--- src/pkg/eprom_ctl_pkg.sv ---
// shared types, pin layout and timing counts for the eprom programming host
// assumes a single 10 MHz clock and one eprom (or a parallel bank) on the pins
package eprom_ctl_pkg;

  localparam int ADDR_W = 11;
  localparam int DATA_W = 8;

  // clock and device timing
  localparam int CLK_PERIOD_NS = 100;
  localparam int ACCESS_NS     = 450;
  localparam int ACCESS_CYC    = (ACCESS_NS + CLK_PERIOD_NS - 1) / CLK_PERIOD_NS;
  localparam int RELEASE_NS    = 100;
  localparam int RELEASE_RAW   = (RELEASE_NS + CLK_PERIOD_NS - 1) / CLK_PERIOD_NS;
  localparam int RELEASE_CYC   = (RELEASE_RAW < 1) ? 1 : RELEASE_RAW;
  localparam int PULSE_MS      = 50;
  localparam int PULSE_CYC     = PULSE_MS * 1000000 / CLK_PERIOD_NS;
  localparam int PULSE_MAX_MS  = 55;
  localparam int PULSE_MAX_CYC = PULSE_MAX_MS * 1000000 / CLK_PERIOD_NS;
  // pin edge to settled synchroniser output
  localparam int SYNC_LAT      = 4;
  localparam int SETUP_CYC     = 2;

  typedef enum logic
  {
    OP_READ    = 1'b0,
    OP_PROGRAM = 1'b1
  } op_t;

  typedef struct packed
  {
    op_t               op;
    logic [ADDR_W-1:0] addr;
    logic [DATA_W-1:0] data;
  } cmd_t;

  typedef struct packed
  {
    logic [DATA_W-1:0] data;
    logic              match;
  } rsp_t;

  typedef struct packed
  {
    logic [ADDR_W-1:0] addr;
    logic              csStrobe;
    logic              outGate_n;
    logic              vppHigh;
    logic [DATA_W-1:0] dataOut;
    logic              dataOe;
  } pins_t;

  // standby: strobe high, gate high, supply at read level, bus released
  localparam pins_t PINS_IDLE = '{addr: 11'h000, csStrobe: 1'b1, outGate_n: 1'b1,
                                  vppHigh: 1'b0, dataOut: 8'h00, dataOe: 1'b0};

endpackage

--- src/hdl/pin_sync.sv ---
// three-stage synchroniser with agreement filter for pin inputs
// assumes d is asynchronous to ref_clk
`timescale 1ns/100ps
`default_nettype none
module pin_sync
#(
  parameter int W = 8
)
(
  input  wire logic         ref_clk,
  input  wire logic         rst_n,
  input  wire logic [W-1:0] d,
  output var  logic [W-1:0] q
);

  logic [W-1:0] s1Q;
  logic [W-1:0] s2Q;
  logic [W-1:0] s3Q;

  always_ff @(posedge ref_clk)
  begin
    if (!rst_n)
    begin
      s1Q <= '0;
      s2Q <= '0;
      s3Q <= '0;
      q   <= '0;
    end
    else
    begin
      s1Q <= d;
      s2Q <= s1Q;
      s3Q <= s2Q;
      for (int i = 0; i < W; i++)
      begin
        if (s2Q[i] == s3Q[i])
        begin
          q[i] <= s3Q[i];
        end
      end
    end
  end

endmodule // pin_sync
`default_nettype wire

--- src/hdl/eprom_prog_host.sv ---
// host sequencer that reads and programs a uv eprom through its pins
// assumes the eprom data bus is resolved outside from dataOe; one clock
`timescale 1ns/100ps
`default_nettype none
// Behaviour
// - supply high, gate high: host drives data
// - one 50 ms high pulse, never over 55
// - never program with a static high strobe
// - one pulse per programmed address
// - verify with supply high, strobe and gate low
// - supply high only in program, verify, inhibit
// - shared strobe programs paralleled devices alike
// - separate strobes give different data in parallel
// - gate follows read strobe; avoid bus contention
module eprom_prog_host
#(
  parameter int PULSE_CYC     = eprom_ctl_pkg::PULSE_CYC,
  parameter int PULSE_MAX_CYC = eprom_ctl_pkg::PULSE_MAX_CYC,
  parameter int SETUP_CYC     = eprom_ctl_pkg::SETUP_CYC
)
(
  input  wire logic                               ref_clk,
  input  wire logic                               rst_n,
  input  wire logic                               cmdValid,
  input  wire eprom_ctl_pkg::cmd_t                cmdIn,
  output var  logic                               cmdReady,
  output var  logic                               rspValid,
  output var  eprom_ctl_pkg::rsp_t                rspOut,
  output var  eprom_ctl_pkg::pins_t               pinsOut,
  input  wire logic [eprom_ctl_pkg::DATA_W-1:0]   dataIn
);
  import eprom_ctl_pkg::*;

  localparam int CNT_W = $clog2(PULSE_MAX_CYC + 2);

  typedef enum logic [2:0]
  {
    IDLE      = 3'h0,
    PG_SETUP  = 3'h1,
    PG_PULSE  = 3'h3,
    PG_HOLD   = 3'h2,
    PG_VERIFY = 3'h6,
    FINISH    = 3'h4,
    RD_ACC    = 3'h5
  } state_t;

  state_t            stateQ;
  state_t            stateD;
  logic [CNT_W-1:0]  waitQ;
  logic [CNT_W-1:0]  waitD;
  cmd_t              cmdQ;
  pins_t             pinsD;
  logic [DATA_W-1:0] dataSync;
  logic [CNT_W:0]    hiCntQ;

  wire logic waitDone  = (waitQ == '0);
  wire logic accept    = cmdValid && cmdReady;
  wire cmd_t cmdCur    = accept ? cmdIn : cmdQ;
  wire logic sampleNow = waitDone && ((stateQ == RD_ACC) || (stateQ == PG_VERIFY));
  // programming only clears bits, so the stored word must equal the written one
  wire logic wordMatch = (stateQ == RD_ACC) || (dataSync == cmdQ.data);

  pin_sync #(.W(DATA_W)) dataSyncU
  (
    .ref_clk (ref_clk),
    .rst_n   (rst_n),
    .d       (dataIn),
    .q       (dataSync)
  );

  // cycles a state lasts, minus one
  function automatic logic [CNT_W-1:0] loadFor(input state_t s);
    logic [CNT_W-1:0] n;
    n = '0;
    unique case (s)
      RD_ACC:    n = CNT_W'(ACCESS_CYC + SYNC_LAT - 1);
      PG_SETUP:  n = CNT_W'(SETUP_CYC - 1);
      PG_PULSE:  n = CNT_W'(PULSE_CYC - 1);
      PG_HOLD:   n = CNT_W'(SETUP_CYC - 1);
      PG_VERIFY: n = CNT_W'(ACCESS_CYC + SYNC_LAT - 1);
      FINISH:    n = CNT_W'(RELEASE_CYC - 1);
      IDLE:      n = '0;
    endcase
    return n;
  endfunction

  always_comb
  begin
    stateD = stateQ;
    unique case (stateQ)
      IDLE:
      begin
        if (accept)
        begin
          stateD = (cmdIn.op == OP_PROGRAM) ? PG_SETUP : RD_ACC;
        end
      end
      RD_ACC:    stateD = waitDone ? FINISH : RD_ACC;
      PG_SETUP:  stateD = waitDone ? PG_PULSE : PG_SETUP;
      PG_PULSE:  stateD = waitDone ? PG_HOLD : PG_PULSE;
      PG_HOLD:   stateD = waitDone ? PG_VERIFY : PG_HOLD;
      PG_VERIFY: stateD = waitDone ? FINISH : PG_VERIFY;
      FINISH:    stateD = waitDone ? IDLE : FINISH;
      default:   stateD = IDLE;
    endcase
  end

  assign waitD = (stateD != stateQ) ? loadFor(stateD) :
                 (waitDone ? waitQ : waitQ - CNT_W'(1));

  wire logic progState = (stateD == PG_SETUP) || (stateD == PG_PULSE) ||
                         (stateD == PG_HOLD) || (stateD == PG_VERIFY);

  // pin levels follow the state being entered, so pins change with the state
  always_comb
  begin
    pinsD           = PINS_IDLE;
    pinsD.addr      = cmdCur.addr;
    pinsD.dataOut   = cmdCur.data;
    pinsD.vppHigh   = progState;
    pinsD.csStrobe  = (stateD == IDLE) || (stateD == PG_PULSE);
    pinsD.outGate_n = !((stateD == RD_ACC) || (stateD == PG_VERIFY));
    pinsD.dataOe    = (stateD == PG_SETUP) || (stateD == PG_PULSE) ||
                      ((stateD == PG_HOLD) && (waitD != '0));
  end

  always_ff @(posedge ref_clk)
  begin
    if (!rst_n)
    begin
      stateQ   <= IDLE;
      waitQ    <= '0;
      cmdQ     <= '{op: OP_READ, addr: 11'h000, data: 8'h00};
      pinsOut  <= PINS_IDLE;
      cmdReady <= 1'b0;
      rspValid <= 1'b0;
      rspOut   <= '{data: 8'h00, match: 1'b0};
    end
    else
    begin
      stateQ   <= stateD;
      waitQ    <= waitD;
      cmdQ     <= cmdCur;
      pinsOut  <= pinsD;
      cmdReady <= (stateD == IDLE);
      rspValid <= sampleNow;
      if (sampleNow)
      begin
        rspOut <= '{data: dataSync, match: wordMatch};
      end
    end
  end

  // helper: length of the current programming pulse
  always_ff @(posedge ref_clk)
  begin
    if (!rst_n)
    begin
      hiCntQ <= '0;
    end
    else
    begin
      hiCntQ <= (pinsOut.csStrobe && pinsOut.vppHigh) ? hiCntQ + (CNT_W+1)'(1) : '0;
    end
  end
endmodule // eprom_prog_host
`default_nettype wire

--- config.mk ---
export PLATFORM = sky130hd
export DESIGN_NAME = eprom_prog_host
export DESIGN_NICKNAME = d
export VERILOG_FILES = /design/src/pkg/eprom_ctl_pkg.sv /design/src/hdl/pin_sync.sv /design/src/hdl/eprom_prog_host.sv
export SDC_FILE = /design/constraint.sdc
export NUM_CORES = 1
export LEC_CHECK = 0
export BUFFER_PORTS_ARGS = -buffer_cell sky130_fd_sc_hd__buf_2
export CORE_UTILIZATION = 45
export CTS_CLUSTER_SIZE = 24
export DETAILED_ROUTE_END_ITERATION = 10
export PLACE_DENSITY = 0.68
export SYNTH_ARGS = -nofsm -noshare
export SYNTH_HDL_FRONTEND = slang
export SYNTH_SLANG_ARGS = --single-unit
--- constraint.sdc ---
create_clock -name ref_clk -period 2.7 [get_ports ref_clk]
set_input_delay 0.54 -clock ref_clk [delete_from_list [all_inputs] [get_ports ref_clk]]
set_output_delay 0.54 -clock ref_clk [all_outputs]
set_load 0.005 [all_outputs]
Yosys cells after proc, flatten, opt, wreduce, memory -nomap -nowiden
Index checks and enable logic that the tools add are counted.
{ "classes": {"addsub": 1, "n_mul": 0, "div": 0, "order_cmp": 0, "n_eq_ne": 22, "n_shift": 0, "n_mux": 12, "bitwise_logic": 0, "reduce_logical": 19} }
{ "ops": {"columns": ["op", "count"], "rows": [
  ["$pmux W20 S4", 1],
  ["$mux W20", 2],
  ["$pmux W3 S7", 1],
  ["$logic_not A20 Y1", 1],
  ["$reduce_bool A20 Y1", 1],
  ["$sub A20 B1 Y20 const B", 1],
  ["$eq A3 B3 Y1 const B", 6],
  ["$eq A3 B2 Y1 const B", 4],
  ["$mux W3", 4],
  ["$eq A1 B1 Y1", 8],
  ["$eq A8 B8 Y1", 1],
  ["$logic_or A1 B1 Y1", 8],
  ["$eq A3 B1 Y1 const B", 2],
  ["$logic_not A3 Y1", 2],
  ["$reduce_or A2 Y1", 3],
  ["$mux W2", 2],
  ["$logic_and A1 B1 Y1", 3],
  ["$ne A3 B3 Y1", 1],
  ["$mux W1", 2],
  ["$logic_not A1 Y1", 1]
]} }
{ "word_totals": {"reg_bits": 89, "latch_bits": 0, "mem_bits_rw": 0, "mem_bits_ro": 0, "inputBits": 31, "out_inout_bits": 34, "wordCells": 77, "n_memories": 0} }

Longest topological paths before layout
Gate-level depths: netlist (run 1).
{ "depth": {"ltp_word": 10, "depth_mapped": 10, "ltp_nobuf": 9} }

Cells and area by module
Synthesis (run 1) repeated with hierarchy kept, for this count alone.
{ "hier_totals": {"cells_unflattened": 448, "area_unflattened_um2": 3891.2} }
{ "by_module_without_submodules": {"columns": ["mod", "n_inst", "cells_per_inst", "area_per_inst_um2", "seq_area_each_um2"], "rows": [
  ["eprom_prog_host", 1, 365, 2930.3, 1141.1],
  ["pin_sync", 1, 83, 960.9, 640.6]
]} }

Worst setup path before layout (run 1)
OpenSTA, ideal clock, no wires.
{ "synth_timing": {"path_type": "register -> register", "startpoint": "register waitQ[0]", "endpoint": "register pinsOut[0] (netlist name)", "setup_ns": 0.134, "t_arrival_ns": 2.243, "required_ns": 2.566, "slack_ns": 0.323, "stages_incl_launch_ff": 10, "n_path_buf": 0, "synth_period_minus_slack_ns": 2.377, "cell_sequence": "dfxtp_1 > inv_1 > ha_1 > nor3b_1 > nand4b_1 > o31a_1 > o21ai_1 > o221ai_1 > a2111oi_0 > a21oi_1"} }
{ "synth_via": {"elab_chain_cells": 10, "elab_cells_between_ends": 27, "cone_classes": "1 x add/sub; 7 x eq/ne; 10 x mux; 9 x reduce/logical"} }
{ "synth_lines": {"columns": ["item", "line", "source"], "rows": [
  ["from (decl)", "eprom_prog_host.sv:49", "logic [CNT_W-1:0] waitQ;"],
  ["from (signal assigned)", "eprom_prog_host.sv:142", "waitQ <= waitD;"],
  ["$logic_not A20 Y1", "eprom_prog_host.sv:56", "wire logic waitDone = (waitQ == '0);"],
  ["$mux W1 (tied with other cells)", "eprom_prog_host.sv:98, eprom_prog_host.sv:100", null],
  ["$pmux W3 S7", "eprom_prog_host.sv:90", "unique case (stateQ)"],
  ["$eq A3 B3 Y1 (tied with other cells)", "eprom_prog_host.sv:75", "unique case (s)"],
  ["$reduce_or A2 Y1 (no line)", null, null],
  ["$pmux W20 S4", "eprom_prog_host.sv:75", null],
  ["$mux W20", "eprom_prog_host.sv:108", "assign waitD = (stateD != stateQ) ? loadFor(stateD) :"],
  ["$reduce_bool A20 Y1", "eprom_prog_host.sv:124", "((stateD == PG_HOLD) && (waitD != '0));"],
  ["$logic_and A1 B1 Y1", "eprom_prog_host.sv:124", null],
  ["$logic_or A1 B1 Y1 (*)", "eprom_prog_host.sv:123", "pinsD.dataOe = (stateD == PG_SETUP) || (stateD == PG_PULSE) ||"],
  ["to (signal assigned)", "eprom_prog_host.sv:144", "pinsOut <= pinsD;"],
  ["to (decl)", "eprom_prog_host.sv:29", "output var eprom_ctl_pkg::pins_t pinsOut,"]
]} }
Mark *: on every way between the ends. The rest lies on a longest branch, timed or not. The select of a mux whose other input is x is not followed.
A chain may end at the register's enable or synchronous reset.

Worst setup path in the final report (run 1)
{ "layout_timing": {"startpoint": "register waitQ[12]", "endpoint": "register pinsOut[0] (netlist name)"} }
Same word-level chain as after synthesis.

==> metrics, run 1 <==
Area Growth Syn to Fin=18.7%; Final Hold Viols=0; Tmin final=2.53 ns; placed cell count=around 590; CP peak stage delay=0.55 ns; I/O pin cnt=65; Max-slew headroom=0.448; CTS tree=yes; Switching Share=0.399; Detailed Route Iter0 Violations=131; CP Launch Type=flip-flop; Avg WL per Cell=about 13 um; global-route wire length before repair=about 13,000 um; Pins Over Slew Limit=0; Setup Buffers After CTS=0; Cell Area, Synth=3710 um2; Syn Nets=461; kind of critical path=flip-flop to flip-flop; total grt overflow=0; initial antenna violation count=0; Via density=roughly 5.2; PD cells=1160 nW/um2; CTS max path bufs=2; # setup viols final=0; data arrival time of the worst path=~2.8 ns; most frequent cells in the layout=89 x dfxtp_1, 64 x buf_2, 63 x nand2_1; crit path cell chain=or4_4, or3_4, or4_1, o21ai_1, nand4_1, o31ai_1, a21oi_1; IO buf count=64; largest net degree at the start of global routing=47; Synthesis Warnings=0; Synth cell types=60; worst slew pin tran=about 0.83 ns; fin cells=605; DIE WIDTH=92.8 um; internal cell power=3.07 mW; Comb power frac=0.464; Clock Sinks=89; predominant post-synthesis flop cell=dfxtp_1; sequential share of power=0.351; Mean Syn Cell Area=8.64 um2; Fill cells=750; fmax=~400 MHz; crit end category=flip-flop; Net Sw Power=2.04 mW; ratio of cells with drive above 1 in the final layout=0.225; RSZ-0062 raised after global routing=no; Slowest cell on crit path=or4_4; Core ar.=~7800 um2; GRT Util Overall=0.199; Reg-to-Reg Start=waitQ[12]; number of synthesized register bits=89; min-delay src=dataIn[6]; FFs w/ async S/R, synth=0; RD Place Congestion=0.890; register area share after synthesis=0.481; final net count=530; vias in the first global route=2,969; status=finished clean; CTS H-tree lvls=3; Final period util=0.935; Req. time, crit path=2.93 ns; commonest non-fill, non-tap cell in the layout=dfxtp_1; CTS Root Cell=clkbuf_8; DR vias=3,163; setup TNS=0 ns; 1st-pass router iterations=4; Post-synth EDFFs=0; row cnt=32; Critical Path Fanout Max=6; die area=between 8000 and 9000 um2; VDD IR max=0.420 mV; DRC viols=0; worst hold-check path type=input port to flip-flop; hpwl dp=5760 um; maxcap violations=0; Worst-path clk slew=0.09 ns; Die Y=between 90 and 100 um; Routed Antenna Nets=0; Crit. Startpoint=waitQ[12]; antenna diode count=0; TritonCTS Buffers=9; LEAKAGE=1.87 nW; clock share of power=0.185; Mapped Cells=approximately 430; Setup Skew=0.0111 ns; clk_lat worst skew=0.36 ns; DRT Wirelength=between 8000 and 9000 um; Initial Util=0.472
path summary, 6_finish.rpt:
check	to	slack, ns	cells after the start
max	pinsOut[0]	0.17	7
min	dataSyncU.s1Q[6]	0.37	2
max reg2reg	pinsOut[0]	0.17	7
min reg2reg	dataSyncU.s2Q[6]	0.44	1
power by group through the flow:
| stage | clock network, mW | registers (mW) | logic [mW] |
|---|---|---|---|
| finish | 0.945 | 1.80 | 2.37 |
| floorplan | 0 | 1.72 | 1.73 |
| global placement | 0 | 1.81 | 2.32 |
| global route | 1.04 | 1.84 | 2.65 |
| CTS | 0.976 | 1.79 | 2.34 |
| detailed placement | 0 | 1.82 | 2.32 |
cell type report:
cell class | instances | area (um2) | share of cell area
Clock buffer | 9 | 124 | 0.0281
Timing Repair Buffer | 81 | 448 | 0.102
Clock inverter | 7 | 81.3 | 0.0185
Multi-Input combinational cell | 312 | 1820 | 0.413
Tap cell | 102 | 128 | 0.0290
Inverter | 5 | 18.8 | 0.00426
Sequential cell | 89 | 1780 | 0.405
flip-flops by register name, summed over array words and instances, names as in the netlist:
name / count
rspOut: 9
pinsOut: 4
stateQ: 3
waitQ: 20
dataSyncU.s1Q: 8
cmdReady: 1
dataSyncU.s3Q: 8
rspValid: 1
dataSyncU.q: 8
dataSyncU.s2Q: 8
cmdQ: 19
cells in the mapped netlist, drive strengths merged, types with 4 or more instances:
cell type	n	area [um2]
and3	5	31.3
and2	26	163
nand3	10	50.1
inv	5	18.8
xor2	6	52.6
a31oi	4	25.0
nor4	4	46.3
dfxtp	89	1780
o21ai	20	100
nor2	41	156
xnor2	18	158
a21oi	50	250
clkbuf	17	63.8
mux2i	9	90.1
buf	6	28.8
nand2	63	236
or3	4	30.0
metrics by stage:
step	util	instance area [um2]	total power, mW	setup slack [ns]	hold WS [ns]
2_1_floorplan	-	3710	3.46	0.323	0.412
5_1_grt	0.561	4400	5.52	0.00163	0.345
6_report	0.561	4400	5.11	0.175	0.374
3_3_place_gp	0.534	4190	4.13	0.214	0.417
4_1_cts	0.560	4390	5.11	0.144	0.357
3_5_place_dp	0.534	4190	4.14	0.190	0.420
kinds of logic after synthesis:
logic type | Yosys count | share of synthesized area
AOI/OAI and AO/OA | 97 | 0.155
xor gates and xnor gates | 24 | 0.0567
adders and majority gates | 1 | 0.00338
buffers and inverters | 28 | 0.0300
DFF | 89 | 0.481
muxes | 10 | 0.0273
and+or+nand+nor | 180 | 0.247
per-layer routing:
layer  vias to the layer above  part of all wire  global-route usage
li1                       1607                 -                   -
met1                      1458              0.46               0.243
met2                        85              0.47               0.323
met3                        13             0.058              0.0755
met4                         0             0.015              0.0667
met5                         -                 0                   0
worst max-delay path: cells and delay by family (launching register included):
| family | cells | cell delay, ns |
|---|---|---|
| simple gates | 4 | 1.57 |
| compound gates | 3 | 0.45 |
| flops | 1 | 0.38 |
timing repair:
action,CTS,global route
hold buffers,0,0
endpoints found under the setup margin,0,3
resized for setup,0,2
No activity file was read; power rests on OpenSTA's default activity.
==> run 2: changes to the inputs <==
--- a/config.mk
+++ b/config.mk
@@ -5,6 +5,7 @@
 export SDC_FILE = /design/constraint.sdc
 export NUM_CORES = 1
 export LEC_CHECK = 0
+export ABC_AREA = 1
 export BUFFER_PORTS_ARGS = -buffer_cell sky130_fd_sc_hd__buf_2
 export CORE_UTILIZATION = 45
 export CTS_CLUSTER_SIZE = 24
==> run 2 against run 1 <==
  * Via count is 9.6% higher
  * Die area is 6.3% higher
  * Flip-flop and latch count did not move
  * Cell count rose by 17%
  * Synthesized cell count rose by 24%
  * Total power down 2.7%
  * Routed wire length is 6.0% higher
  * Utilization is 1.3 points lower
  * Critical endpoint unchanged
==> metrics, run 2 <==
status=finished clean; Switching Share=0.419; die area=9150 um2; placed cell count=687; area leader, netlist=dfxtp_1; Detailed Route Iter0 Violations=225; CTS Root Cell=clkbuf_8; TritonCTS Buffers=9; CTS tree=yes; row cnt=33; Setup Skew=~0.010 ns; Avg WL per Cell=about 12 um; Largest delay share family, worst path=simple AND/OR/NAND/NOR gates; DR vias=3,467; WP buf/inv=3; sequential share of power=0.330; clk_lat worst skew=0.35 ns; LEAKAGE=2.23 nW; Comb power frac=0.483; CTS max path bufs=2; antenna diode count=0; Max-slew headroom=0.631; Pins Over Slew Limit=0; register area=1780 um2; fmax=409 MHz; Largest regs=waitQ: 20 flops, cmdQ: 19 flops, rspOut: 9 flops; Syn Nets=563; # setup viols final=0; PD cells=~1100 nW/um2; GRT Util Overall=0.203; Core ar.=8340 um2; global-route wire length before repair=roughly 14,000 um; Worst-path clk slew=0.09 ns; kind of critical path=flip-flop to flip-flop; largest net degree at the start of global routing=64; vias in the first global route=between 3k and 4k; Reg with most FFs=waitQ; Slowest cell on crit path=dfxtp_1; register area share after synthesis=0.452; FFs w/ async S/R, synth=0; VDD IR max=0.425 mV; Area Growth Syn to Fin=15.9%; Tot Pwr=4.97 mW; hold path depth=3; Synth cell types=41; Req. time, crit path=2.92 ns; IO buf count=64; setup TNS=0 ns; Initial Util=0.473; predominant post-synthesis flop cell=dfxtp_1; Critical Path Fanout Max=17; clock share of power=0.187; most frequent cells in the layout=94 x nand2_1, 89 x dfxtp_1, 87 x nor2_1; Post-CTS Hold Buffers=0; Tmin final=2.45 ns; 1st-pass router iterations=6; Post-synth EDFFs=0; Final period util=0.906; Routed Antenna Nets=0; Mapped Cells=531; RD Place Congestion=slightly below 1; R2R cell count=17; DRT Wirelength=8550 um; Via density=4.92; Die Y=95.6 um; internal cell power=2.89 mW; most common cell in the netlist=nand2_1; fin util=0.548; Final Hold Viols=0; hpwl dp=6230 um; DIE WIDTH=95.6 um; CP Launch Type=flip-flop; I/O pin cnt=65; RSZ-0062 raised after global routing=no; CP peak stage delay=0.33 ns; number of synthesized register bits=89; Commonest cells post-synth=94 x nand2_1, 89 x dfxtp_1, 87 x nor2_1; commonest non-fill, non-tap cell in the layout=nand2_1; ratio of cells with drive above 1 in the final layout=0.212; max reg flops=20; CTS H-tree lvls=3; critical path's most frequent cell=nand2_1; Mean Syn Cell Area=7.43 um2; data arrival time of the worst path=2.66 ns; top-area cell type share of the netlist area=0.452; Fill cells=822; Net Sw Power=2.09 mW; maxcap violations=0; total grt overflow=0; final net count=628; largest cells by area after synthesis=dfxtp_1 45%, nand2_1 8.9%, nor2_1 8.3%; Cell Area, Synth=around 3900 um2; RR Endpoint=pinsOut[0]; Reg-to-Reg Start=waitQ[0]; fin cells=approximately 700; initial antenna violation count=0; Design Area, Final=4570 um2; Clock Sinks=89; min-delay src=dataIn[3]; worst hold-check path type=input port to flip-flop; Multi-input gate area=1770 um2; crit path cell chain=inv_1, ha_1, nand2_4, nor2_8, nand3_4, buf_4, nand2_8, nand4_4, nand3_2, nor2_4, buf_12, o21ai_0, nand2_1, nor2_1, nand2_1, o21bai_1, a21oi_1; DRC viols=0; crit end category=flip-flop; endpoint of the worst hold path=dataSyncU.s1Q[3]; Synthesis Warnings=0; worst slew pin tran=0.549 ns; R2R Setup Slk=0.25 ns; post-place instance area=between 4000 and 5000 um2
run 2: layout make-up:
type                            count  share of cell area
Sequential cell                    89               0.390
Clock inverter                      5              0.0137
Timing Repair Buffer               73              0.0903
Tap cell                          105              0.0287
Inverter                           73              0.0602
Multi-Input combinational cell    350               0.387
Clock buffer                       10              0.0301
run 2: how the worst max path moves through the flow:
stage,start,end,slack [ns],depth (start not counted)
2_1_floorplan,waitQ[0],pinsOut[0],0.58,18
3_3_place_gp,waitQ[0],pinsOut[0],0.29,16
3_5_place_dp,waitQ[0],pinsOut[0],0.18,16
4_1_cts,waitQ[0],pinsOut[0],0.14,16
5_1_grt,waitQ[0],pinsOut[0],0.06,17
6_report,waitQ[0],pinsOut[0],0.25,17
run 2: through the flow:
stage,hold slack [ns],setup slack (ns)
after floorplan,0.390,0.581
after global placement,0.393,0.285
after detailed placement,0.397,0.184
after CTS,0.347,0.142
after global routing,0.350,0.0574
final,0.364,0.254
run 2: timing repair:
| action | in CTS | in global routing |
|---|---|---|
| resized for setup | 0 | 1 |
| setup buffers | 0 | 3 |
| setup endpoints to repair | 0 | 1 |
run 2: worst reg2reg max path: cells and delay by family, from the launching register on:
| family | cells | cell delay (ns) |
|---|---|---|
| compound gates | 3 | 0.28 |
| fa+ha+maj | 1 | 0.25 |
| buf+inv | 3 | 0.41 |
| flops | 1 | 0.33 |
| simple gates | 10 | 1.04 |
run 2: cell families after synthesis:
family                   share of synthesized area
AND/OR/NAND/NOR                              0.291
flip-flops                                   0.452
XOR/XNOR                                    0.0222
buffers and inverters                       0.0999
AO/OA/AOI/OAI                                0.132
adder cells (fa/ha/maj)                    0.00317
run 2: layer usage:
layer	share of wire	global-route usage	vias up
li1	-	-	1800
met3	0.055	0.0510	10
met1	0.47	0.265	1568
met4	0.016	0.0609	0
met5	0	0	-
met2	0.46	0.328	89
run 2: power groups by stage:
stage,Combinational [mW],Clock (mW),Sequential (mW)
after detailed placement,2.24,0,1.67
after floorplan,1.80,0,1.65
final,2.40,0.929,1.64
after CTS,2.26,0.953,1.64
after global routing,2.70,1.01,1.66
after global placement,2.23,0,1.67
